File: config.mk
export PLATFORM = sky130hd
export DESIGN_NAME = pcc_top
export DESIGN_NICKNAME = d
export VERILOG_FILES = /design/src/hw/pcc_pkg.sv /design/src/hw/pcc_clk_div.sv /design/src/hw/pcc_delay_line.sv /design/src/hw/pcc_top.sv
export SDC_FILE = /design/constraint.sdc
export NUM_CORES = 1
export LEC_CHECK = 0
export ABC_AREA = 1
export BUFFER_PORTS_ARGS = -buffer_cell sky130_fd_sc_hd__buf_2
export CAP_MARGIN = 20
export CORE_MARGIN = 2
export CORE_UTILIZATION = 55
export DETAILED_ROUTE_END_ITERATION = 10
export GPL_ROUTABILITY_DRIVEN = 0
export PLACE_DENSITY = 0.74
export SYNTH_ARGS = -nofsm -noshare
export SYNTH_HDL_FRONTEND = slang
export SYNTH_SLANG_ARGS = --single-unit
File: constraint.sdc
create_clock -name pclk -period 3.88 [get_ports pclk]
set_clock_uncertainty 0.15 [all_clocks]
set_input_delay 0.388 -clock pclk [delete_from_list [all_inputs] [get_ports pclk]]
set_output_delay 0.388 -clock pclk [all_outputs]
set_load 0.03 [all_outputs]
File: src/hw/pcc_pkg.sv
// Register map, field layout, reset values and types of the clock conditioner
package pcc_pkg;
	localparam int unsigned AW              = 8;
	localparam logic [7:0]  ADDR_CTRL       = 8'h00;
	localparam logic [7:0]  ADDR_DIV        = 8'h04;
	localparam logic [7:0]  ADDR_DLY        = 8'h08;
	localparam logic [7:0]  ADDR_STATUS     = 8'h0c;
	localparam logic [7:0]  ADDR_CLEAR      = 8'h10;
	localparam logic [7:0]  ADDR_IRQ_EN     = 8'h14;
	localparam logic [7:0]  ADDR_STATE      = 8'h18;
	localparam int unsigned CTRL_W          = 10;
	localparam int unsigned DIV_W           = 4;
	localparam int unsigned DIV_A_LSB       = 0;
	localparam int unsigned DIV_B_LSB       = 4;
	localparam int unsigned DIV_C_LSB       = 8;
	localparam int unsigned GDLY_W          = 4;
	localparam int unsigned CDLY_W          = 5;
	localparam int unsigned DLY_A_LSB       = 0;
	localparam int unsigned DLY_B_LSB       = 4;
	localparam int unsigned DLY_C_LSB       = 8;
	localparam int unsigned DLY_FB_LSB      = 12;
	localparam int unsigned DLY_YB_LSB      = 16;
	localparam int unsigned DLY_YC_LSB      = 21;
	localparam int unsigned EV_W            = 4;
	localparam logic [31:0] CTRL_RST        = 32'h0000_0020;
	localparam logic [31:0] DIV_RST         = 32'h0000_0444;
	localparam logic [31:0] DLY_RST         = 32'h0000_0000;
	localparam logic [31:0] IRQ_EN_RST      = 32'h0000_0000;
	localparam logic [2:0]  OA_SEL_BYPASS   = 3'h1;
	localparam int unsigned LOCK_COUNT      = 8;
	localparam int unsigned REF_TIMEOUT     = 255;

	typedef enum logic [1:0] {
		LK_SLEEP   = 2'b00,
		LK_ACQUIRE = 2'b01,
		LK_LOCKED  = 2'b10
	} pcc_lock_state_t;

	// Index 0 primary, 1 secondary 1, 2 secondary 2, 3 core 1, 4 core 2
	typedef struct packed {
		logic [4:0] en;
		logic       rc_osc;
		logic       ext_fb;
		logic [2:0] oa_sel;
	} pcc_ctrl_t;

	typedef struct packed {
		logic sync_ignored;
		logic sync_taken;
		logic lock_lost;
		logic lock_gained;
	} pcc_event_t;
endpackage : pcc_pkg

File: src/hw/pcc_clk_div.sv
// Output divider with resynchronising reset
`timescale 1ns/10ps
module pcc_clk_div #(
	parameter int unsigned W = 5
) (
	input  wire logic         clk,
	input  wire logic         rst_n,
	input  wire logic         clear,
	input  wire logic         resync,
	input  wire logic         tick,
	input  wire logic [W-1:0] period,
	output logic              clk_out
);
	logic [W-1:0] cnt_r;
	logic [W-1:0] cnt_nxt;
	logic [W-1:0] span;
	logic [W-1:0] high;

	// Zero period runs as one tick; high phase is the larger half, so odd periods give half steps
	assign span = (period == '0) ? W'(1) : period;
	assign high = (span >> 1) + W'(span[0]);

	always_comb begin
		cnt_nxt = cnt_r;
		if (resync) begin
			cnt_nxt = '0;
		end else if (tick) begin
			cnt_nxt = (cnt_r >= span - W'(1)) ? '0 : cnt_r + W'(1);
		end
	end

	always_ff @(posedge clk or negedge rst_n) begin
		if (!rst_n) begin
			cnt_r   <= '0;
			clk_out <= 1'b0;
		end else if (clear) begin
			cnt_r   <= '0;
			clk_out <= 1'b0;
		end else begin
			cnt_r   <= cnt_nxt;
			clk_out <= (cnt_nxt < high);
		end
	end
endmodule : pcc_clk_div

File: src/hw/pcc_delay_line.sv
// Tapped delay element for one clock path
`timescale 1ns/10ps
module pcc_delay_line #(
	parameter int unsigned DEPTH = 16,
	parameter int unsigned TW    = $clog2(DEPTH)
) (
	input  wire logic          clk,
	input  wire logic          rst_n,
	input  wire logic          clear,
	input  wire logic          din,
	input  wire logic [TW-1:0] tap,
	output logic               dout
);
	logic [DEPTH-1:0] sr_r;

	always_ff @(posedge clk or negedge rst_n) begin
		if (!rst_n) begin
			sr_r <= '0;
			dout <= 1'b0;
		end else if (clear) begin
			sr_r <= '0;
			dout <= 1'b0;
		end else begin
			sr_r <= {sr_r[DEPTH-2:0], din};
			dout <= (tap == '0) ? din : sr_r[tap - TW'(1)];
		end
	end
endmodule : pcc_delay_line

File: src/hw/pcc_top.sv
// Clock conditioner with divider, delay, lock and APB register logic
`timescale 1ns/10ps
module pcc_top #(
	parameter int unsigned DLY_DEPTH      = 16,
	parameter int unsigned CORE_DLY_DEPTH = 32,
	parameter int unsigned LOCK_COUNT     = pcc_pkg::LOCK_COUNT,
	parameter int unsigned REF_TIMEOUT    = pcc_pkg::REF_TIMEOUT
) (
	input  wire logic                   pclk,
	input  wire logic                   presetn,
	input  wire logic                   psel,
	input  wire logic                   penable,
	input  wire logic                   pwrite,
	input  wire logic [pcc_pkg::AW-1:0] paddr,
	input  wire logic [31:0]            pwdata,
	output logic      [31:0]            prdata,
	output logic                        pready,
	output logic                        pslverr,
	input  wire logic                   ref_clk_in,
	input  wire logic                   external_feedback_in,
	input  wire logic                   pll_sleep_n,
	input  wire logic                   bypass_divider_sync,
	input  wire logic                   half_step_divide,
	output logic                        primary_global_clk,
	output logic                        secondary_global_clk_1,
	output logic                        secondary_global_clk_2,
	output logic                        core_clk_1,
	output logic                        core_clk_2,
	output logic                        lock,
	output logic                        irq
);
	logic [4:0]                pin_meta_r;
	logic [4:0]                pin_sync_r;
	logic [4:0]                pin_prev_r;
	logic [31:0]               ctrl_r;
	logic [31:0]               div_r;
	logic [31:0]               dly_r;
	logic [pcc_pkg::EV_W-1:0]  sts_r;
	logic [pcc_pkg::EV_W-1:0]  sts_nxt;
	logic [pcc_pkg::EV_W-1:0]  irq_en_r;
	pcc_pkg::pcc_ctrl_t        cfg;
	pcc_pkg::pcc_event_t       ev;
	pcc_pkg::pcc_lock_state_t  lk_state_r;
	pcc_pkg::pcc_lock_state_t  lk_state_nxt;
	logic                      ref_s;
	logic                      ref_rise;
	logic                      ref_fall;
	logic                      awake;
	logic                      sync_rise;
	logic                      bypass;
	logic                      half_ok;
	logic                      tick_a;
	logic                      rsync_a;
	logic [4:0]                period_a;
	logic [4:0]                period_b;
	logic [4:0]                period_c;
	logic                      div_a;
	logic                      div_b;
	logic                      div_c;
	logic [4:0]                en_eff;
	logic [4:0]                dly_src;
	logic [4:0]                dly_out;
	logic [4:0]                taps [5];
	logic                      int_fb;
	logic                      int_fb_prev_r;
	logic                      fb_rise;
	logic [1:0]                fb_cnt_r;
	logic [3:0]                good_cnt_r;
	logic [7:0]                gap_r;
	logic                      good;
	logic                      wr;
	logic [31:0]               rd_data;

	// Mapped register check, used by the error answer only
	function automatic logic reg_hit(input logic [pcc_pkg::AW-1:0] a);
		reg_hit = (a == pcc_pkg::ADDR_CTRL) || (a == pcc_pkg::ADDR_DIV) ||
			(a == pcc_pkg::ADDR_DLY) || (a == pcc_pkg::ADDR_STATUS) ||
			(a == pcc_pkg::ADDR_CLEAR) || (a == pcc_pkg::ADDR_IRQ_EN) ||
			(a == pcc_pkg::ADDR_STATE);
	endfunction : reg_hit

	// Pin synchronisers
	always_ff @(posedge pclk or negedge presetn) begin
		if (!presetn) begin
			pin_meta_r <= 5'h00;
			pin_sync_r <= 5'h00;
			pin_prev_r <= 5'h00;
		end else begin
			pin_meta_r <= {half_step_divide, bypass_divider_sync, external_feedback_in, pll_sleep_n, ref_clk_in};
			pin_sync_r <= pin_meta_r;
			pin_prev_r <= pin_sync_r;
		end
	end

	assign cfg       = pcc_pkg::pcc_ctrl_t'(ctrl_r[pcc_pkg::CTRL_W-1:0]);
	assign ref_s     = pin_sync_r[0];
	assign ref_rise  = ref_s & ~pin_prev_r[0];
	assign ref_fall  = ~ref_s & pin_prev_r[0];
	assign awake     = pin_sync_r[1];
	assign sync_rise = pin_sync_r[3] & ~pin_prev_r[3];
	assign bypass    = (cfg.oa_sel == pcc_pkg::OA_SEL_BYPASS);
	assign half_ok   = bypass & cfg.rc_osc & pin_sync_r[4];

	// Primary mux input: reference edges in bypass, core rate otherwise
	assign tick_a   = bypass ? (ref_rise | (half_ok & ref_fall)) : 1'b1;
	assign period_a = bypass ? (half_ok ? {div_r[pcc_pkg::DIV_A_LSB +: pcc_pkg::DIV_W], 1'b1}
		: {1'b0, div_r[pcc_pkg::DIV_A_LSB +: pcc_pkg::DIV_W]})
		: 5'({1'b0, div_r[pcc_pkg::DIV_A_LSB +: pcc_pkg::DIV_W]} + 5'h01);
	assign rsync_a  = bypass ? sync_rise : ref_rise;
	assign period_b = 5'({1'b0, div_r[pcc_pkg::DIV_B_LSB +: pcc_pkg::DIV_W]} + 5'h01);
	assign period_c = 5'({1'b0, div_r[pcc_pkg::DIV_C_LSB +: pcc_pkg::DIV_W]} + 5'h01);

	// Three independent dividers, one per global mux
	pcc_clk_div #(.W(5)) u_div_a (
		.clk     (pclk),
		.rst_n   (presetn),
		.clear   (~awake),
		.resync  (rsync_a),
		.tick    (tick_a),
		.period  (period_a),
		.clk_out (div_a)
	);
	pcc_clk_div #(.W(5)) u_div_b (
		.clk     (pclk),
		.rst_n   (presetn),
		.clear   (~awake),
		.resync  (ref_rise),
		.tick    (1'b1),
		.period  (period_b),
		.clk_out (div_b)
	);
	pcc_clk_div #(.W(5)) u_div_c (
		.clk     (pclk),
		.rst_n   (presetn),
		.clear   (~awake),
		.resync  (ref_rise),
		.tick    (1'b1),
		.period  (period_c),
		.clk_out (div_c)
	);

	// Core copies share the secondary sources but have deeper delays
	assign dly_src  = {div_c, div_b, div_c, div_b, div_a};
	assign taps[0]  = {1'b0, dly_r[pcc_pkg::DLY_A_LSB +: pcc_pkg::GDLY_W]};
	assign taps[1]  = {1'b0, dly_r[pcc_pkg::DLY_B_LSB +: pcc_pkg::GDLY_W]};
	assign taps[2]  = {1'b0, dly_r[pcc_pkg::DLY_C_LSB +: pcc_pkg::GDLY_W]};
	assign taps[3]  = dly_r[pcc_pkg::DLY_YB_LSB +: pcc_pkg::CDLY_W];
	assign taps[4]  = dly_r[pcc_pkg::DLY_YC_LSB +: pcc_pkg::CDLY_W];

	for (genvar i = 0; i < 5; i++) begin : g_dly
		localparam int unsigned D = (i < 3) ? DLY_DEPTH : CORE_DLY_DEPTH;
		pcc_delay_line #(.DEPTH(D)) u_dly (
			.clk   (pclk),
			.rst_n (presetn),
			.clear (~awake),
			.din   (dly_src[i]),
			.tap   (taps[i][$clog2(D)-1:0]),
			.dout  (dly_out[i])
		);
	end

	// Feedback delay: primary divider output delayed by the FB tap, feeding the internal phase check only
	pcc_delay_line #(.DEPTH(DLY_DEPTH)) u_fb_dly (
		.clk   (pclk),
		.rst_n (presetn),
		.clear (~awake),
		.din   (div_a),
		.tap   (dly_r[pcc_pkg::DLY_FB_LSB +: $clog2(DLY_DEPTH)]),
		.dout  (int_fb)
	);

	// Secondary 2 group only with secondary 1 group, any enable turns primary on
	assign en_eff[0] = |cfg.en;
	assign en_eff[1] = cfg.en[1];
	assign en_eff[3] = cfg.en[3];
	assign en_eff[2] = cfg.en[2] & (cfg.en[1] | cfg.en[3]);
	assign en_eff[4] = cfg.en[4] & (cfg.en[1] | cfg.en[3]);

	// Output clocks, forced low in power-down
	always_ff @(posedge pclk or negedge presetn) begin
		if (!presetn) begin
			primary_global_clk     <= 1'b0;
			secondary_global_clk_1 <= 1'b0;
			secondary_global_clk_2 <= 1'b0;
			core_clk_1             <= 1'b0;
			core_clk_2             <= 1'b0;
		end else begin
			primary_global_clk     <= awake & en_eff[0] & dly_out[0];
			secondary_global_clk_1 <= awake & en_eff[1] & dly_out[1];
			secondary_global_clk_2 <= awake & en_eff[2] & dly_out[2];
			core_clk_1             <= awake & en_eff[3] & dly_out[3];
			core_clk_2             <= awake & en_eff[4] & dly_out[4];
		end
	end

	// Phase check source: external pin or internal path
	assign fb_rise = cfg.ext_fb ? (pin_sync_r[2] & ~pin_prev_r[2]) : (int_fb & ~int_fb_prev_r);
	assign good    = (fb_cnt_r == 2'h1);

	always_ff @(posedge pclk or negedge presetn) begin
		if (!presetn) begin
			int_fb_prev_r <= 1'b0;
			fb_cnt_r      <= 2'h0;
			gap_r         <= 8'h00;
		end else begin
			int_fb_prev_r <= int_fb;
			if (ref_rise || !awake) begin
				fb_cnt_r <= {1'b0, fb_rise && awake};   // Aligned edge opens the new period
				gap_r    <= 8'h00;
			end else begin
				if (fb_rise && fb_cnt_r != 2'h3) begin
					fb_cnt_r <= fb_cnt_r + 2'h1;
				end
				if (gap_r != 8'(REF_TIMEOUT)) begin
					gap_r <= gap_r + 8'h01;
				end
			end
		end
	end

	// Lock state machine
	always_comb begin
		lk_state_nxt = lk_state_r;
		unique case (lk_state_r)
			pcc_pkg::LK_SLEEP: begin
				lk_state_nxt = pcc_pkg::LK_ACQUIRE;
			end
			pcc_pkg::LK_ACQUIRE: begin
				if (ref_rise && good && good_cnt_r == 4'(LOCK_COUNT - 1)) begin
					lk_state_nxt = pcc_pkg::LK_LOCKED;
				end
			end
			pcc_pkg::LK_LOCKED: begin
				if ((ref_rise && !good) || gap_r == 8'(REF_TIMEOUT)) begin
					lk_state_nxt = pcc_pkg::LK_ACQUIRE;
				end
			end
			default: begin
				lk_state_nxt = pcc_pkg::LK_SLEEP;
			end
		endcase
		if (!awake) begin
			lk_state_nxt = pcc_pkg::LK_SLEEP;
		end
	end

	always_ff @(posedge pclk or negedge presetn) begin
		if (!presetn) begin
			lk_state_r <= pcc_pkg::LK_SLEEP;
			good_cnt_r <= 4'h0;
			lock       <= 1'b0;
		end else begin
			lk_state_r <= lk_state_nxt;
			lock       <= (lk_state_r == pcc_pkg::LK_LOCKED) && awake;
			if (!awake || (ref_rise && !good) || lk_state_r != pcc_pkg::LK_ACQUIRE) begin
				good_cnt_r <= 4'h0;
			end else if (ref_rise) begin
				good_cnt_r <= good_cnt_r + 4'h1;
			end
		end
	end

	// Events
	assign ev.lock_gained  = (lk_state_r != pcc_pkg::LK_LOCKED) && (lk_state_nxt == pcc_pkg::LK_LOCKED);
	assign ev.lock_lost    = (lk_state_r == pcc_pkg::LK_LOCKED) && (lk_state_nxt != pcc_pkg::LK_LOCKED);
	assign ev.sync_taken   = sync_rise & bypass & awake;
	assign ev.sync_ignored = sync_rise & ~bypass;

	// APB slave, answer in the first access cycle
	assign wr      = psel & penable & pready & pwrite;
	assign sts_nxt = (sts_r & ~((wr && paddr == pcc_pkg::ADDR_CLEAR) ? pwdata[pcc_pkg::EV_W-1:0] : 4'h0))
		| pcc_pkg::EV_W'(ev);

	always_comb begin
		rd_data = 32'h0000_0000;
		unique case (paddr)
			pcc_pkg::ADDR_CTRL:   rd_data = ctrl_r;
			pcc_pkg::ADDR_DIV:    rd_data = div_r;
			pcc_pkg::ADDR_DLY:    rd_data = dly_r;
			pcc_pkg::ADDR_STATUS: rd_data = {28'h0, sts_r};
			pcc_pkg::ADDR_IRQ_EN: rd_data = {28'h0, irq_en_r};
			pcc_pkg::ADDR_STATE:  rd_data = {24'h0, en_eff, bypass, awake, lock};
			default:              rd_data = 32'h0000_0000;
		endcase
	end

	always_ff @(posedge pclk or negedge presetn) begin
		if (!presetn) begin
			pready  <= 1'b0;
			pslverr <= 1'b0;
			prdata  <= 32'h0000_0000;
		end else begin
			pready  <= psel & ~penable;
			pslverr <= psel & ~penable & ~reg_hit(paddr);
			prdata  <= (psel && !penable && !pwrite) ? rd_data : 32'h0000_0000;
		end
	end

	always_ff @(posedge pclk or negedge presetn) begin
		if (!presetn) begin
			ctrl_r   <= pcc_pkg::CTRL_RST;
			div_r    <= pcc_pkg::DIV_RST;
			dly_r    <= pcc_pkg::DLY_RST;
			irq_en_r <= pcc_pkg::IRQ_EN_RST[pcc_pkg::EV_W-1:0];
		end else if (wr) begin
			if (paddr == pcc_pkg::ADDR_CTRL) ctrl_r <= {22'h0, pwdata[pcc_pkg::CTRL_W-1:0]};
			if (paddr == pcc_pkg::ADDR_DIV) div_r <= {20'h0, pwdata[11:0]};
			if (paddr == pcc_pkg::ADDR_DLY) dly_r <= {6'h0, pwdata[25:0]};
			if (paddr == pcc_pkg::ADDR_IRQ_EN) irq_en_r <= pwdata[pcc_pkg::EV_W-1:0];
		end
	end

	// Sticky status, set wins over clear
	always_ff @(posedge pclk or negedge presetn) begin
		if (!presetn) begin
			sts_r <= 4'h0;
			irq   <= 1'b0;
		end else begin
			sts_r <= sts_nxt;
			irq   <= |(sts_nxt & irq_en_r);
		end
	end
endmodule : pcc_top

==> report_table.html, run 1 <==
<table>
<tr><th>Metric</th><th>Value</th></tr>
<tr><th colspan="2">Outcome</th></tr>
<tr><td>Status</td><td>finished, final reports clean</td></tr>
<tr><th colspan="2">Setup path</th></tr>
<tr><td>Cell seen most often among critical-path stages</td><td>sky130_fd_sc_hd__nand2_1</td></tr>
<tr><td>CP top delay family</td><td>simple AND/OR/NAND/NOR gates</td></tr>
<tr><td>Worst Reg2Reg Path Length in Cells</td><td>28</td></tr>
<tr><td>Slowest stage cell, crit path</td><td>sky130_fd_sc_hd__dfrtp_1</td></tr>
<tr><td>Critical path endpoint category</td><td>register</td></tr>
<tr><td>Data arrival time of the critical path</td><td>4020 ps</td></tr>
<tr><td>Path type of the worst setup path</td><td>reg -&gt; reg</td></tr>
<tr><td>Origin of the worst setup path</td><td>ctrl_r[1]$_DFFE_PN0P_</td></tr>
<tr><td>Worst Path Required</td><td>about 4200 ps</td></tr>
<tr><td>Sort of element at the start of the critical path</td><td>register</td></tr>
<tr><td>R2r startpoint</td><td>ctrl_r[1]$_DFFE_PN0P_</td></tr>
<tr><td>Maximum cell stage delay along the critical path</td><td>about 400 ps</td></tr>
<tr><td>Total stage count of the critical path</td><td>28</td></tr>
<tr><td>Number of buffer and inverter instances along the worst setup path</td><td>3</td></tr>
<tr><td>Maximum fanout encountered on the critical timing path</td><td>5</td></tr>
<tr><th colspan="2">Routing</th></tr>
<tr><td>Overall routed net length</td><td>about 26000 um</td></tr>
<tr><td>Number of design-rule violations left by the first detailed-router iteration</td><td>686</td></tr>
<tr><td>Router iterations before antenna repair</td><td>5</td></tr>
<tr><td>Post-route DRC</td><td>0</td></tr>
<tr><td>Number of nets with antenna violations after routing</td><td>0</td></tr>
<tr><td>Average vias per placed instance</td><td>5.286</td></tr>
<tr><td>Via total after detailed routing</td><td>~9600</td></tr>
<tr><td>Wire per inst</td><td>14.51 um</td></tr>
<tr><th colspan="2">GRT</th></tr>
<tr><td>Vias in the first global route</td><td>9110</td></tr>
<tr><td>Initial antenna violation count</td><td>0</td></tr>
<tr><td>Overall overflow remaining after global route</td><td>0</td></tr>
<tr><td>Wire length of the first global-routing pass</td><td>43820 um</td></tr>
<tr><td>Overall routing resource usage</td><td>0.2442</td></tr>
<tr><td>Largest net degree at the start of global routing</td><td>102</td></tr>
<tr><th colspan="2">Floorplan</th></tr>
<tr><td>Die area</td><td>22080 um2</td></tr>
<tr><td>Y dimension of the die</td><td>~150 um</td></tr>
<tr><td># rows</td><td>52</td></tr>
<tr><td>Initial core utilization</td><td>0.5647</td></tr>
<tr><td>Core Area</td><td>a little over 20000 um2</td></tr>
<tr><td>Num ports</td><td>91</td></tr>
<tr><td>Die W</td><td>around 150 um</td></tr>
<tr><th colspan="2">Layout</th></tr>
<tr><td>Fraction of final layout cells sized beyond drive strength 1</td><td>0.1165</td></tr>
<tr><td>Area grow syn2layout</td><td>15.93%</td></tr>
<tr><td>Register Area</td><td>5637 um2</td></tr>
<tr><td>Area taken by multi-input logic gates</td><td>4877 um2</td></tr>
<tr><td>Commonest non-fill, non-tap cells in the layout</td><td>sky130_fd_sc_hd__nand2_1, sky130_fd_sc_hd__dfrtp_1, sky130_fd_sc_hd__inv_1, sky130_fd_sc_hd__nand3_1, sky130_fd_sc_hd__nor2_1</td></tr>
<tr><td>Final design area excluding fillers</td><td>between 10000 and 15000 um2</td></tr>
<tr><td>Final layout net count</td><td>between 1500 and 2000</td></tr>
<tr><td>Most common library cell in the layout ignoring fill and taps</td><td>sky130_fd_sc_hd__nand2_1</td></tr>
<tr><td>Antenna cells</td><td>0</td></tr>
<tr><td># fillers</td><td>1735</td></tr>
<tr><td>Non-filler cells, final</td><td>1815</td></tr>
<tr><th colspan="2">Timing</th></tr>
<tr><td>Tcrit/Tclk final</td><td>0.9598</td></tr>
<tr><td>Tmin final</td><td>3724 ps</td></tr>
<tr><td>Peak Freq</td><td>268.5 MHz</td></tr>
<tr><td>Max Slew Vio Count</td><td>0</td></tr>
<tr><td>Endpoints failing hold</td><td>0</td></tr>
<tr><td>Setup WS post-layout</td><td>around 160 ps</td></tr>
<tr><td>Worst max-slew margin expressed relative to the limit</td><td>0.3684</td></tr>
<tr><td>Final-layout worst hold slack</td><td>16.34 ps</td></tr>
<tr><td>Final setup vio count</td><td>0</td></tr>
<tr><td>Setup repair after global routing missed its margin</td><td>true</td></tr>
<tr><td>Measured slew at the worst slew-check pin</td><td>947.4 ps</td></tr>
<tr><th colspan="2">Logic synthesis</th></tr>
<tr><td>Proportion of synthesized chip area in sequential cells</td><td>0.4900</td></tr>
<tr><td>Multiplexer share of the synthesized area</td><td>0.003155</td></tr>
<tr><td>Gate count after technology mapping</td><td>1420</td></tr>
<tr><td>Main combinational cell family by area after synthesis</td><td>simple AND/OR/NAND/NOR gates</td></tr>
<tr><td>Flip-flop cell with the highest count after synthesis</td><td>sky130_fd_sc_hd__dfrtp_1</td></tr>
<tr><td>Area fraction in and, or, nand and nor cells after synthesis</td><td>0.2457</td></tr>
<tr><td>Area share of xor/xnor cells in the synthesized design</td><td>0.02513</td></tr>
<tr><td>Library cells used by synthesis</td><td>45</td></tr>
<tr><td>Synth Area in Compound Gates</td><td>0.08258</td></tr>
<tr><td>Fraction of the mapped netlist area in adder cells</td><td>0.05875</td></tr>
<tr><td>Synth Cell Area</td><td>11500 um2</td></tr>
<tr><td>Average instance area after synthesis</td><td>8.098 um2</td></tr>
<tr><td>Count of flip-flops with a built-in enable after synthesis</td><td>0</td></tr>
<tr><td>Ys async rst share</td><td>1.000</td></tr>
<tr><td>FF+latch count, synth</td><td>225</td></tr>
<tr><td>Yosys warns</td><td>0</td></tr>
<tr><th colspan="2">Power and ir drop</th></tr>
<tr><td>Total power per unit cell area</td><td>374.5 nW/um2</td></tr>
<tr><td>Static Leakage</td><td>7.148 nW</td></tr>
<tr><td>Post-layout power</td><td>4.993 mW</td></tr>
<tr><td>Worst VDD drop</td><td>331.9 uV</td></tr>
<tr><th colspan="2">Clock network</th></tr>
<tr><td>Maximum count of clock buffers along a single path</td><td>3</td></tr>
<tr><td>Clock root buffer master</td><td>sky130_fd_sc_hd__clkbuf_16</td></tr>
<tr><td>Number of levels in the clock H-tree</td><td>1</td></tr>
<tr><td>Clock transition time at the flip-flop clock pins of the worst setup and hold paths</td><td>60 ps</td></tr>
<tr><td>Clock insertion delay at the later pin of the skew report</td><td>between 500 and 600 ps</td></tr>
<tr><td>TritonCTS Buffers</td><td>25</td></tr>
<tr><td>CTS tree</td><td>yes</td></tr>
<tr><td>Number of clock sinks</td><td>225</td></tr>
<tr><th colspan="2">Worst hold path</th></tr>
<tr><td>Path type of the worst min-delay path</td><td>in -&gt; reg</td></tr>
<tr><td>Critical hold path startpoint</td><td>pwdata[11]</td></tr>
<tr><td>Number of cells on the worst hold path</td><td>3</td></tr>
<tr><th colspan="2">Job</th></tr>
<tr><td>Max capacitance violation total</td><td>0</td></tr>
<tr><th colspan="2">Place</th></tr>
<tr><td>Number of buffers inserted by port buffering</td><td>78</td></tr>
<tr><td>Cell count after placement</td><td>~1700</td></tr>
<tr><td>Pre-CTS WS</td><td>-44.37 ps</td></tr>
<tr><td>Placed cell areas</td><td>12130 um2</td></tr>
<tr><td>Final HPWL DP</td><td>18430 um</td></tr>
</table>
[layout make-up]
class | instances | area share
well taps | 270 | 0.02534
clock inverters | 9 | 0.008071
clock buffers | 35 | 0.05500
repair buffers | 120 | 0.05941
inverters | 225 | 0.06354
multi-input cells | 931 | 0.3658
flip-flops and latches | 225 | 0.4228
[what timing repair did]
item	in CTS	in global routing
setup buffers	3	2
hold endpoints to repair	119	0
endpoints found under the setup margin	1	2
gates resized for setup	1	14
hold buffers	24	0
pin swaps	2	6
[final timing paths]
check	slack (ps)	endpoint
worst max-delay path	160	u_div_a.clk_out$_DFF_PN0_
worst min-delay path	20	dly_r[11]$_DFFE_PN0P_
worst max register to register	160	u_div_a.clk_out$_DFF_PN0_
worst min register to register	200	pin_sync_r[0]$_DFF_PN0_
max in group asynchronous	2310	ctrl_r[5]$_DFFE_PN1P_
min in group asynchronous	360	g_dly[4].u_dly.sr_r[28]$_DFF_PN0_
[sequential cells by signal, indices dropped and copies added (netlist names), 4 cells and up]
signal / count
u_div_b.cnt_r: 5
prdata: 26
div_r: 12
u_div_c.cnt_r: 5
g_dly.u_dly.dout: 5
pin_sync_r: 5
g_dly.u_dly.sr_r: 65
pin_meta_r: 5
dly_r: 26
u_fb_dly.sr_r: 15
u_div_a.cnt_r: 5
irq_en_r: 4
sts_r: 4
gap_r: 8
ctrl_r: 10
good_cnt_r: 4
[metrics by stage]
stage	setup TNS [ps]	util
detailed placement	-44.37	0.5958
CTS	0	0.6502
global placement	0	0.5958
floorplan	0	-
global route	-37.23	0.6546
finish	0	0.6546
[worst register-to-register path: cells and delay by family (launching register included)]
kind | cells | cell delay [ps]
flops | 1 | 400
compound gates | 2 | 410
simple gates | 20 | 1680
fa+ha+maj | 3 | 660
buf+inv | 3 | 330
[metal layers]
layer	global-route usage	routed length [um]
met5	0	0
met4	0.05429	546
met3	0.03436	1637
met2	0.4030	12340
met1	0.3472	11810
[power breakdown]
group          internal, mW  switching, mW  leakage [nW]  total, mW
Sequential             2.37         0.0166          2.99       2.39
Clock                  1.45          0.933         0.417       2.38
Combinational        0.0694          0.155          3.74      0.224
[cell families after synthesis]
family / Yosys count
and+or+nand+nor: 655
buffers and inverters: 269
DFF: 225
AOI/OAI and AO/OA: 179
adders and majority gates: 54
xor gates and xnor gates: 33
muxes: 3
other: 2
[cells in the mapped netlist (all sizes together) (13+ instances only)]
cell type,number,share of area
a21oi,63,0.027
buf,24,0.014
nor3,39,0.017
dfrtp,221,0.48
o21ai,91,0.040
nor2,101,0.037
xnor2,13,0.0099
inv,222,0.072
ha,54,0.059
nand2,352,0.12
nand3,138,0.060
clkbuf,20,0.0065
xor2,20,0.015
(Power assumes the default switching activity.)
==> run 2: changes to the inputs <==
Settings changed: ABC_AREA 1 to not set, CORE_UTILIZATION 55 to 54, PLACE_DENSITY 0.74 to 0.73.
==> report_table.html, run 2 <==
<table>
<tr><th>Metric</th><th>Value</th></tr>
<tr><th colspan="2">Layout</th></tr>
<tr><td>Fraction of final layout cells sized beyond drive strength 1</td><td>0.2724</td></tr>
<tr><td>Max reg flops</td><td>65</td></tr>
<tr><td>Antenna cells</td><td>0</td></tr>
<tr><td>Reg with most FFs</td><td>g_dly.u_dly.sr_r</td></tr>
<tr><td>Largest registers in the final layout</td><td>g_dly.u_dly.sr_r (65), dly_r (26), prdata (26)</td></tr>
<tr><td>Area grow syn2layout</td><td>19.70%</td></tr>
<tr><td>Final layout net count</td><td>1169</td></tr>
<tr><td>Non-filler cells, final</td><td>1353</td></tr>
<tr><td>Most common library cell in the layout ignoring fill and taps</td><td>sky130_fd_sc_hd__dfrtp_1</td></tr>
<tr><td># fillers</td><td>1551</td></tr>
<tr><td>Commonest non-fill, non-tap cells in the layout</td><td>sky130_fd_sc_hd__dfrtp_1, sky130_fd_sc_hd__and2_1, sky130_fd_sc_hd__buf_2, sky130_fd_sc_hd__nor2_1, sky130_fd_sc_hd__mux2_2</td></tr>
<tr><th colspan="2">Timing</th></tr>
<tr><td>Worst max-slew margin expressed relative to the limit</td><td>0.2748</td></tr>
<tr><td>Measured slew at the worst slew-check pin</td><td>1071 ps</td></tr>
<tr><td>Peak Freq</td><td>251.9 MHz</td></tr>
<tr><td>Setup repair after global routing missed its margin</td><td>true</td></tr>
<tr><td>Tmin final</td><td>a little under 4000 ps</td></tr>
<tr><td>Final-layout worst hold slack</td><td>17.65 ps</td></tr>
<tr><td>Setup WS post-layout</td><td>-90.18 ps</td></tr>
<tr><td>Max Slew Vio Count</td><td>0</td></tr>
<tr><td>Tcrit/Tclk final</td><td>1.023</td></tr>
<tr><td>Endpoints failing hold</td><td>0</td></tr>
<tr><td>Final setup vio count</td><td>1</td></tr>
<tr><th colspan="2">Logic synthesis</th></tr>
<tr><td>Multiplexer share of the synthesized area</td><td>0.1450</td></tr>
<tr><td>Flip-flop cell with the highest count after synthesis</td><td>sky130_fd_sc_hd__dfrtp_1</td></tr>
<tr><td>Fraction of the mapped netlist area in adder cells</td><td>0.06102</td></tr>
<tr><td>Fraction of synthesized cell area taken by the top area cell type</td><td>0.4995</td></tr>
<tr><td>Gate count after technology mapping</td><td>between 900 and 1000</td></tr>
<tr><td>Area fraction in and, or, nand and nor cells after synthesis</td><td>0.1545</td></tr>
<tr><td>Main combinational cell family by area after synthesis</td><td>simple AND/OR/NAND/NOR gates</td></tr>
<tr><td>Top-count cell post-synth</td><td>sky130_fd_sc_hd__dfrtp_1</td></tr>
<tr><td>Proportion of synthesized chip area in sequential cells</td><td>0.5090</td></tr>
<tr><td>Count of flip-flops with a built-in enable after synthesis</td><td>0</td></tr>
<tr><td>Cells taking the most area after synthesis</td><td>sky130_fd_sc_hd__dfrtp_1, sky130_fd_sc_hd__mux4_2, sky130_fd_sc_hd__ha_1</td></tr>
<tr><td>Synth Cell Area</td><td>~11000 um2</td></tr>
<tr><td>Yosys warns</td><td>0</td></tr>
<tr><td>FF+latch count, synth</td><td>225</td></tr>
<tr><td>Ys async rst share</td><td>1.000</td></tr>
<tr><td>List of most frequent post-synthesis cells</td><td>sky130_fd_sc_hd__dfrtp_1, sky130_fd_sc_hd__and2_1, sky130_fd_sc_hd__nor2_1</td></tr>
<tr><td>Largest area contributor in the synthesized netlist</td><td>sky130_fd_sc_hd__dfrtp_1</td></tr>
<tr><td>Synth Area in Compound Gates</td><td>0.07153</td></tr>
<tr><td>Average instance area after synthesis</td><td>11.87 um2</td></tr>
<tr><td>Area share of xor/xnor cells in the synthesized design</td><td>0.03006</td></tr>
<tr><td>Library cells used by synthesis</td><td>64</td></tr>
<tr><th colspan="2">Clock network</th></tr>
<tr><td>Maximum count of clock buffers along a single path</td><td>3</td></tr>
<tr><td>Clock transition time at the flip-flop clock pins of the worst setup and hold paths</td><td>60 ps</td></tr>
<tr><td>CTS tree</td><td>yes</td></tr>
<tr><td>Clock insertion delay at the later pin of the skew report</td><td>510 ps</td></tr>
<tr><td>TritonCTS Buffers</td><td>24</td></tr>
<tr><td>Number of levels in the clock H-tree</td><td>1</td></tr>
<tr><td>Number of clock sinks</td><td>225</td></tr>
<tr><td>Clock root buffer master</td><td>sky130_fd_sc_hd__clkbuf_16</td></tr>
<tr><th colspan="2">Setup path</th></tr>
<tr><td>Reg-to-reg endpoint</td><td>u_div_a.clk_out$_DFF_PN0_</td></tr>
<tr><td>Maximum fanout encountered on the critical timing path</td><td>4</td></tr>
<tr><td>Sort of element at the start of the critical path</td><td>register</td></tr>
<tr><td>Critical path endpoint category</td><td>register</td></tr>
<tr><td>Data arrival time of the critical path</td><td>4260 ps</td></tr>
<tr><td>Worst Path Required</td><td>about 4200 ps</td></tr>
<tr><td>R2r startpoint</td><td>ctrl_r[2]$_DFFE_PN0P_</td></tr>
<tr><td>Path type of the worst setup path</td><td>reg -&gt; reg</td></tr>
<tr><td>Worst Reg2Reg Path Length in Cells</td><td>18</td></tr>
<tr><td>Register-to-Register Setup Slack</td><td>-90 ps</td></tr>
<tr><th colspan="2">Power and ir drop</th></tr>
<tr><td>Static Leakage</td><td>roughly 6.3 nW</td></tr>
<tr><td>Switching component of the power</td><td>1.081 mW</td></tr>
<tr><td>Power Internal</td><td>4.007 mW</td></tr>
<tr><td>Portion of total power attributed to the clock network</td><td>0.489</td></tr>
<tr><td>Total power per unit cell area</td><td>383.9 nW/um2</td></tr>
<tr><td>Reg power frac</td><td>0.471</td></tr>
<tr><td>Switching portion of total power</td><td>0.2124</td></tr>
<tr><td>Proportion of power drawn by combinational gates</td><td>0.041</td></tr>
<tr><td>Worst VDD drop</td><td>340.1 uV</td></tr>
<tr><th colspan="2">Floorplan</th></tr>
<tr><td>Num ports</td><td>91</td></tr>
<tr><td>Die area</td><td>21660 um2</td></tr>
<tr><td>Core Area</td><td>about 20000 um2</td></tr>
<tr><td>Initial core utilization</td><td>0.5489</td></tr>
<tr><td>Y dimension of the die</td><td>around 150 um</td></tr>
<tr><td>Die W</td><td>approximately 150 um</td></tr>
<tr><td># rows</td><td>52</td></tr>
<tr><th colspan="2">Place</th></tr>
<tr><td>Number of buffers inserted by port buffering</td><td>78</td></tr>
<tr><td>Final HPWL DP</td><td>about 16000 um</td></tr>
<tr><td>Cell count after placement</td><td>1277</td></tr>
<tr><th colspan="2">Worst hold path</th></tr>
<tr><td>Number of cells on the worst hold path</td><td>2</td></tr>
<tr><td>Critical hold path startpoint</td><td>pwdata[4]</td></tr>
<tr><td>Path type of the worst min-delay path</td><td>in -&gt; reg</td></tr>
<tr><td>Endpoint with the worst hold slack</td><td>dly_r[4]$_DFFE_PN0P_</td></tr>
<tr><th colspan="2">GRT</th></tr>
<tr><td>Overall routing resource usage</td><td>0.2273</td></tr>
<tr><td>Vias in the first global route</td><td>7759</td></tr>
<tr><td>Initial antenna violation count</td><td>0</td></tr>
<tr><td>Largest net degree at the start of global routing</td><td>between 100 and 150</td></tr>
<tr><td>Overall overflow remaining after global route</td><td>0</td></tr>
<tr><td>Wire length of the first global-routing pass</td><td>39920 um</td></tr>
<tr><th colspan="2">Job</th></tr>
<tr><td>Max capacitance violation total</td><td>0</td></tr>
<tr><th colspan="2">Routing</th></tr>
<tr><td>Overall routed net length</td><td>~24000 um</td></tr>
<tr><td>Router iterations before antenna repair</td><td>8</td></tr>
<tr><td>Number of design-rule violations left by the first detailed-router iteration</td><td>roughly 440</td></tr>
<tr><td>Via total after detailed routing</td><td>7638</td></tr>
<tr><td>Number of nets with antenna violations after routing</td><td>0</td></tr>
<tr><td>Post-route DRC</td><td>0</td></tr>
<tr><td>Average vias per placed instance</td><td>5.645</td></tr>
<tr><td>Wire per inst</td><td>~18 um</td></tr>
<tr><th colspan="2">Outcome</th></tr>
<tr><td>Status</td><td>finished with violations</td></tr>
<tr><td>Failing checks</td><td>negative setup slack</td></tr>
</table>
## run 2: worst max-delay path, cell delays in order (launching register included)
cell and delay, ps:
sky130_fd_sc_hd__dfrtp_1 420, sky130_fd_sc_hd__nor3b_4 330, sky130_fd_sc_hd__nand3_2 140, sky130_fd_sc_hd__o221a_4 320, sky130_fd_sc_hd__nor2_4 100, sky130_fd_sc_hd__nand2_2 60, sky130_fd_sc_hd__o21a_1 180, sky130_fd_sc_hd__ha_2 190
sky130_fd_sc_hd__nor3b_2 160, sky130_fd_sc_hd__xor2_1 140, sky130_fd_sc_hd__ha_1 300, sky130_fd_sc_hd__or2_4 240, sky130_fd_sc_hd__a31o_4 250, sky130_fd_sc_hd__nor2_2 80, sky130_fd_sc_hd__ha_1 240, sky130_fd_sc_hd__a21o_1 170
sky130_fd_sc_hd__a211oi_2 200, sky130_fd_sc_hd__nand3b_1 110, sky130_fd_sc_hd__o21ai_1 130
## run 2: kinds of logic (layout without fill, tap and decap cells)
logic type	count (synthesis)	in the layout
simple gates	317	317
fa+ha+maj	54	54
flops	225	225
other cells	2	7
mux	106	106
buf+inv	76	221
compound gates	115	115
xor+xnor	38	38
## run 2: area by class of cell
| type | instances | area, um2 | area share |
|---|---|---|---|
| clock inverters | 8 | 143.9 | 0.01086 |
| inverters | 32 | 120.1 | 0.009063 |
| repair buffers | 145 | 985.9 | 0.07440 |
| well taps | 270 | 337.8 | 0.02549 |
| multi-input cells | 637 | 5300 | 0.3999 |
| flip-flops and latches | 225 | 5638 | 0.4254 |
| clock buffers | 36 | 726.9 | 0.05485 |
## run 2: power by group through the flow
stage,Combinational [mW],Sequential [mW],Clock (mW)
after floorplan,0.0883,2.43,0
after global placement,0.186,2.44,0
after detailed placement,0.190,2.44,0
after CTS,0.210,2.39,2.53
after global routing,0.236,2.40,2.63
final,0.208,2.39,2.49
## run 2: routing by layer
metal,wire [um],track usage,vias to the layer above
met4,439,0.05240,0
met5,0,0,-
met1,10920,0.3274,3857
met3,1140,0.03137,39
li1,-,-,3571
met2,11240,0.3720,171
## run 2: timing repair
item	in CTS	in global routing
setup endpoints to repair	2	6
resized for setup	5	14
hold buffers	25	0
gates cloned	0	0
hold endpoints to repair	128	0
setup buffers	6	1
pin swaps	19	18
## run 2: worst max path at each step
stage	startpoint	endpoint	slack [ps]
2_1_floorplan	ctrl_r[2]$_DFFE_PN0P_	u_div_a.clk_out$_DFF_PN0_	-80
3_3_place_gp	ctrl_r[2]$_DFFE_PN0P_	u_div_a.clk_out$_DFF_PN0_	-20
3_5_place_dp	ctrl_r[2]$_DFFE_PN0P_	u_div_a.clk_out$_DFF_PN0_	-140
4_1_cts	ctrl_r[1]$_DFFE_PN0P_	u_div_a.clk_out$_DFF_PN0_	-70
5_1_grt	ctrl_r[2]$_DFFE_PN0P_	u_div_a.clk_out$_DFF_PN0_	-260
6_report	ctrl_r[2]$_DFFE_PN0P_	u_div_a.clk_out$_DFF_PN0_	-90
## run 2: per-stage QoR
| step | power (mW) | area (um2) | TNS (ps) | worst slack (ps) | utilization |
|---|---|---|---|---|---|
| 2_1_floorplan | 2.517 | 11190 | -80.90 | -80.90 | - |
| 3_3_place_gp | 2.621 | 12000 | -23.95 | -23.95 | 0.5947 |
| 3_5_place_dp | 2.626 | 12000 | -147.2 | -136.5 | 0.5947 |
| 4_1_cts | 5.138 | 13180 | -68.68 | -68.68 | 0.6533 |
| 5_1_grt | 5.263 | 13250 | -462.2 | -257.2 | 0.6571 |
| 6_report | 5.087 | 13250 | -90.18 | -90.18 | 0.6571 |
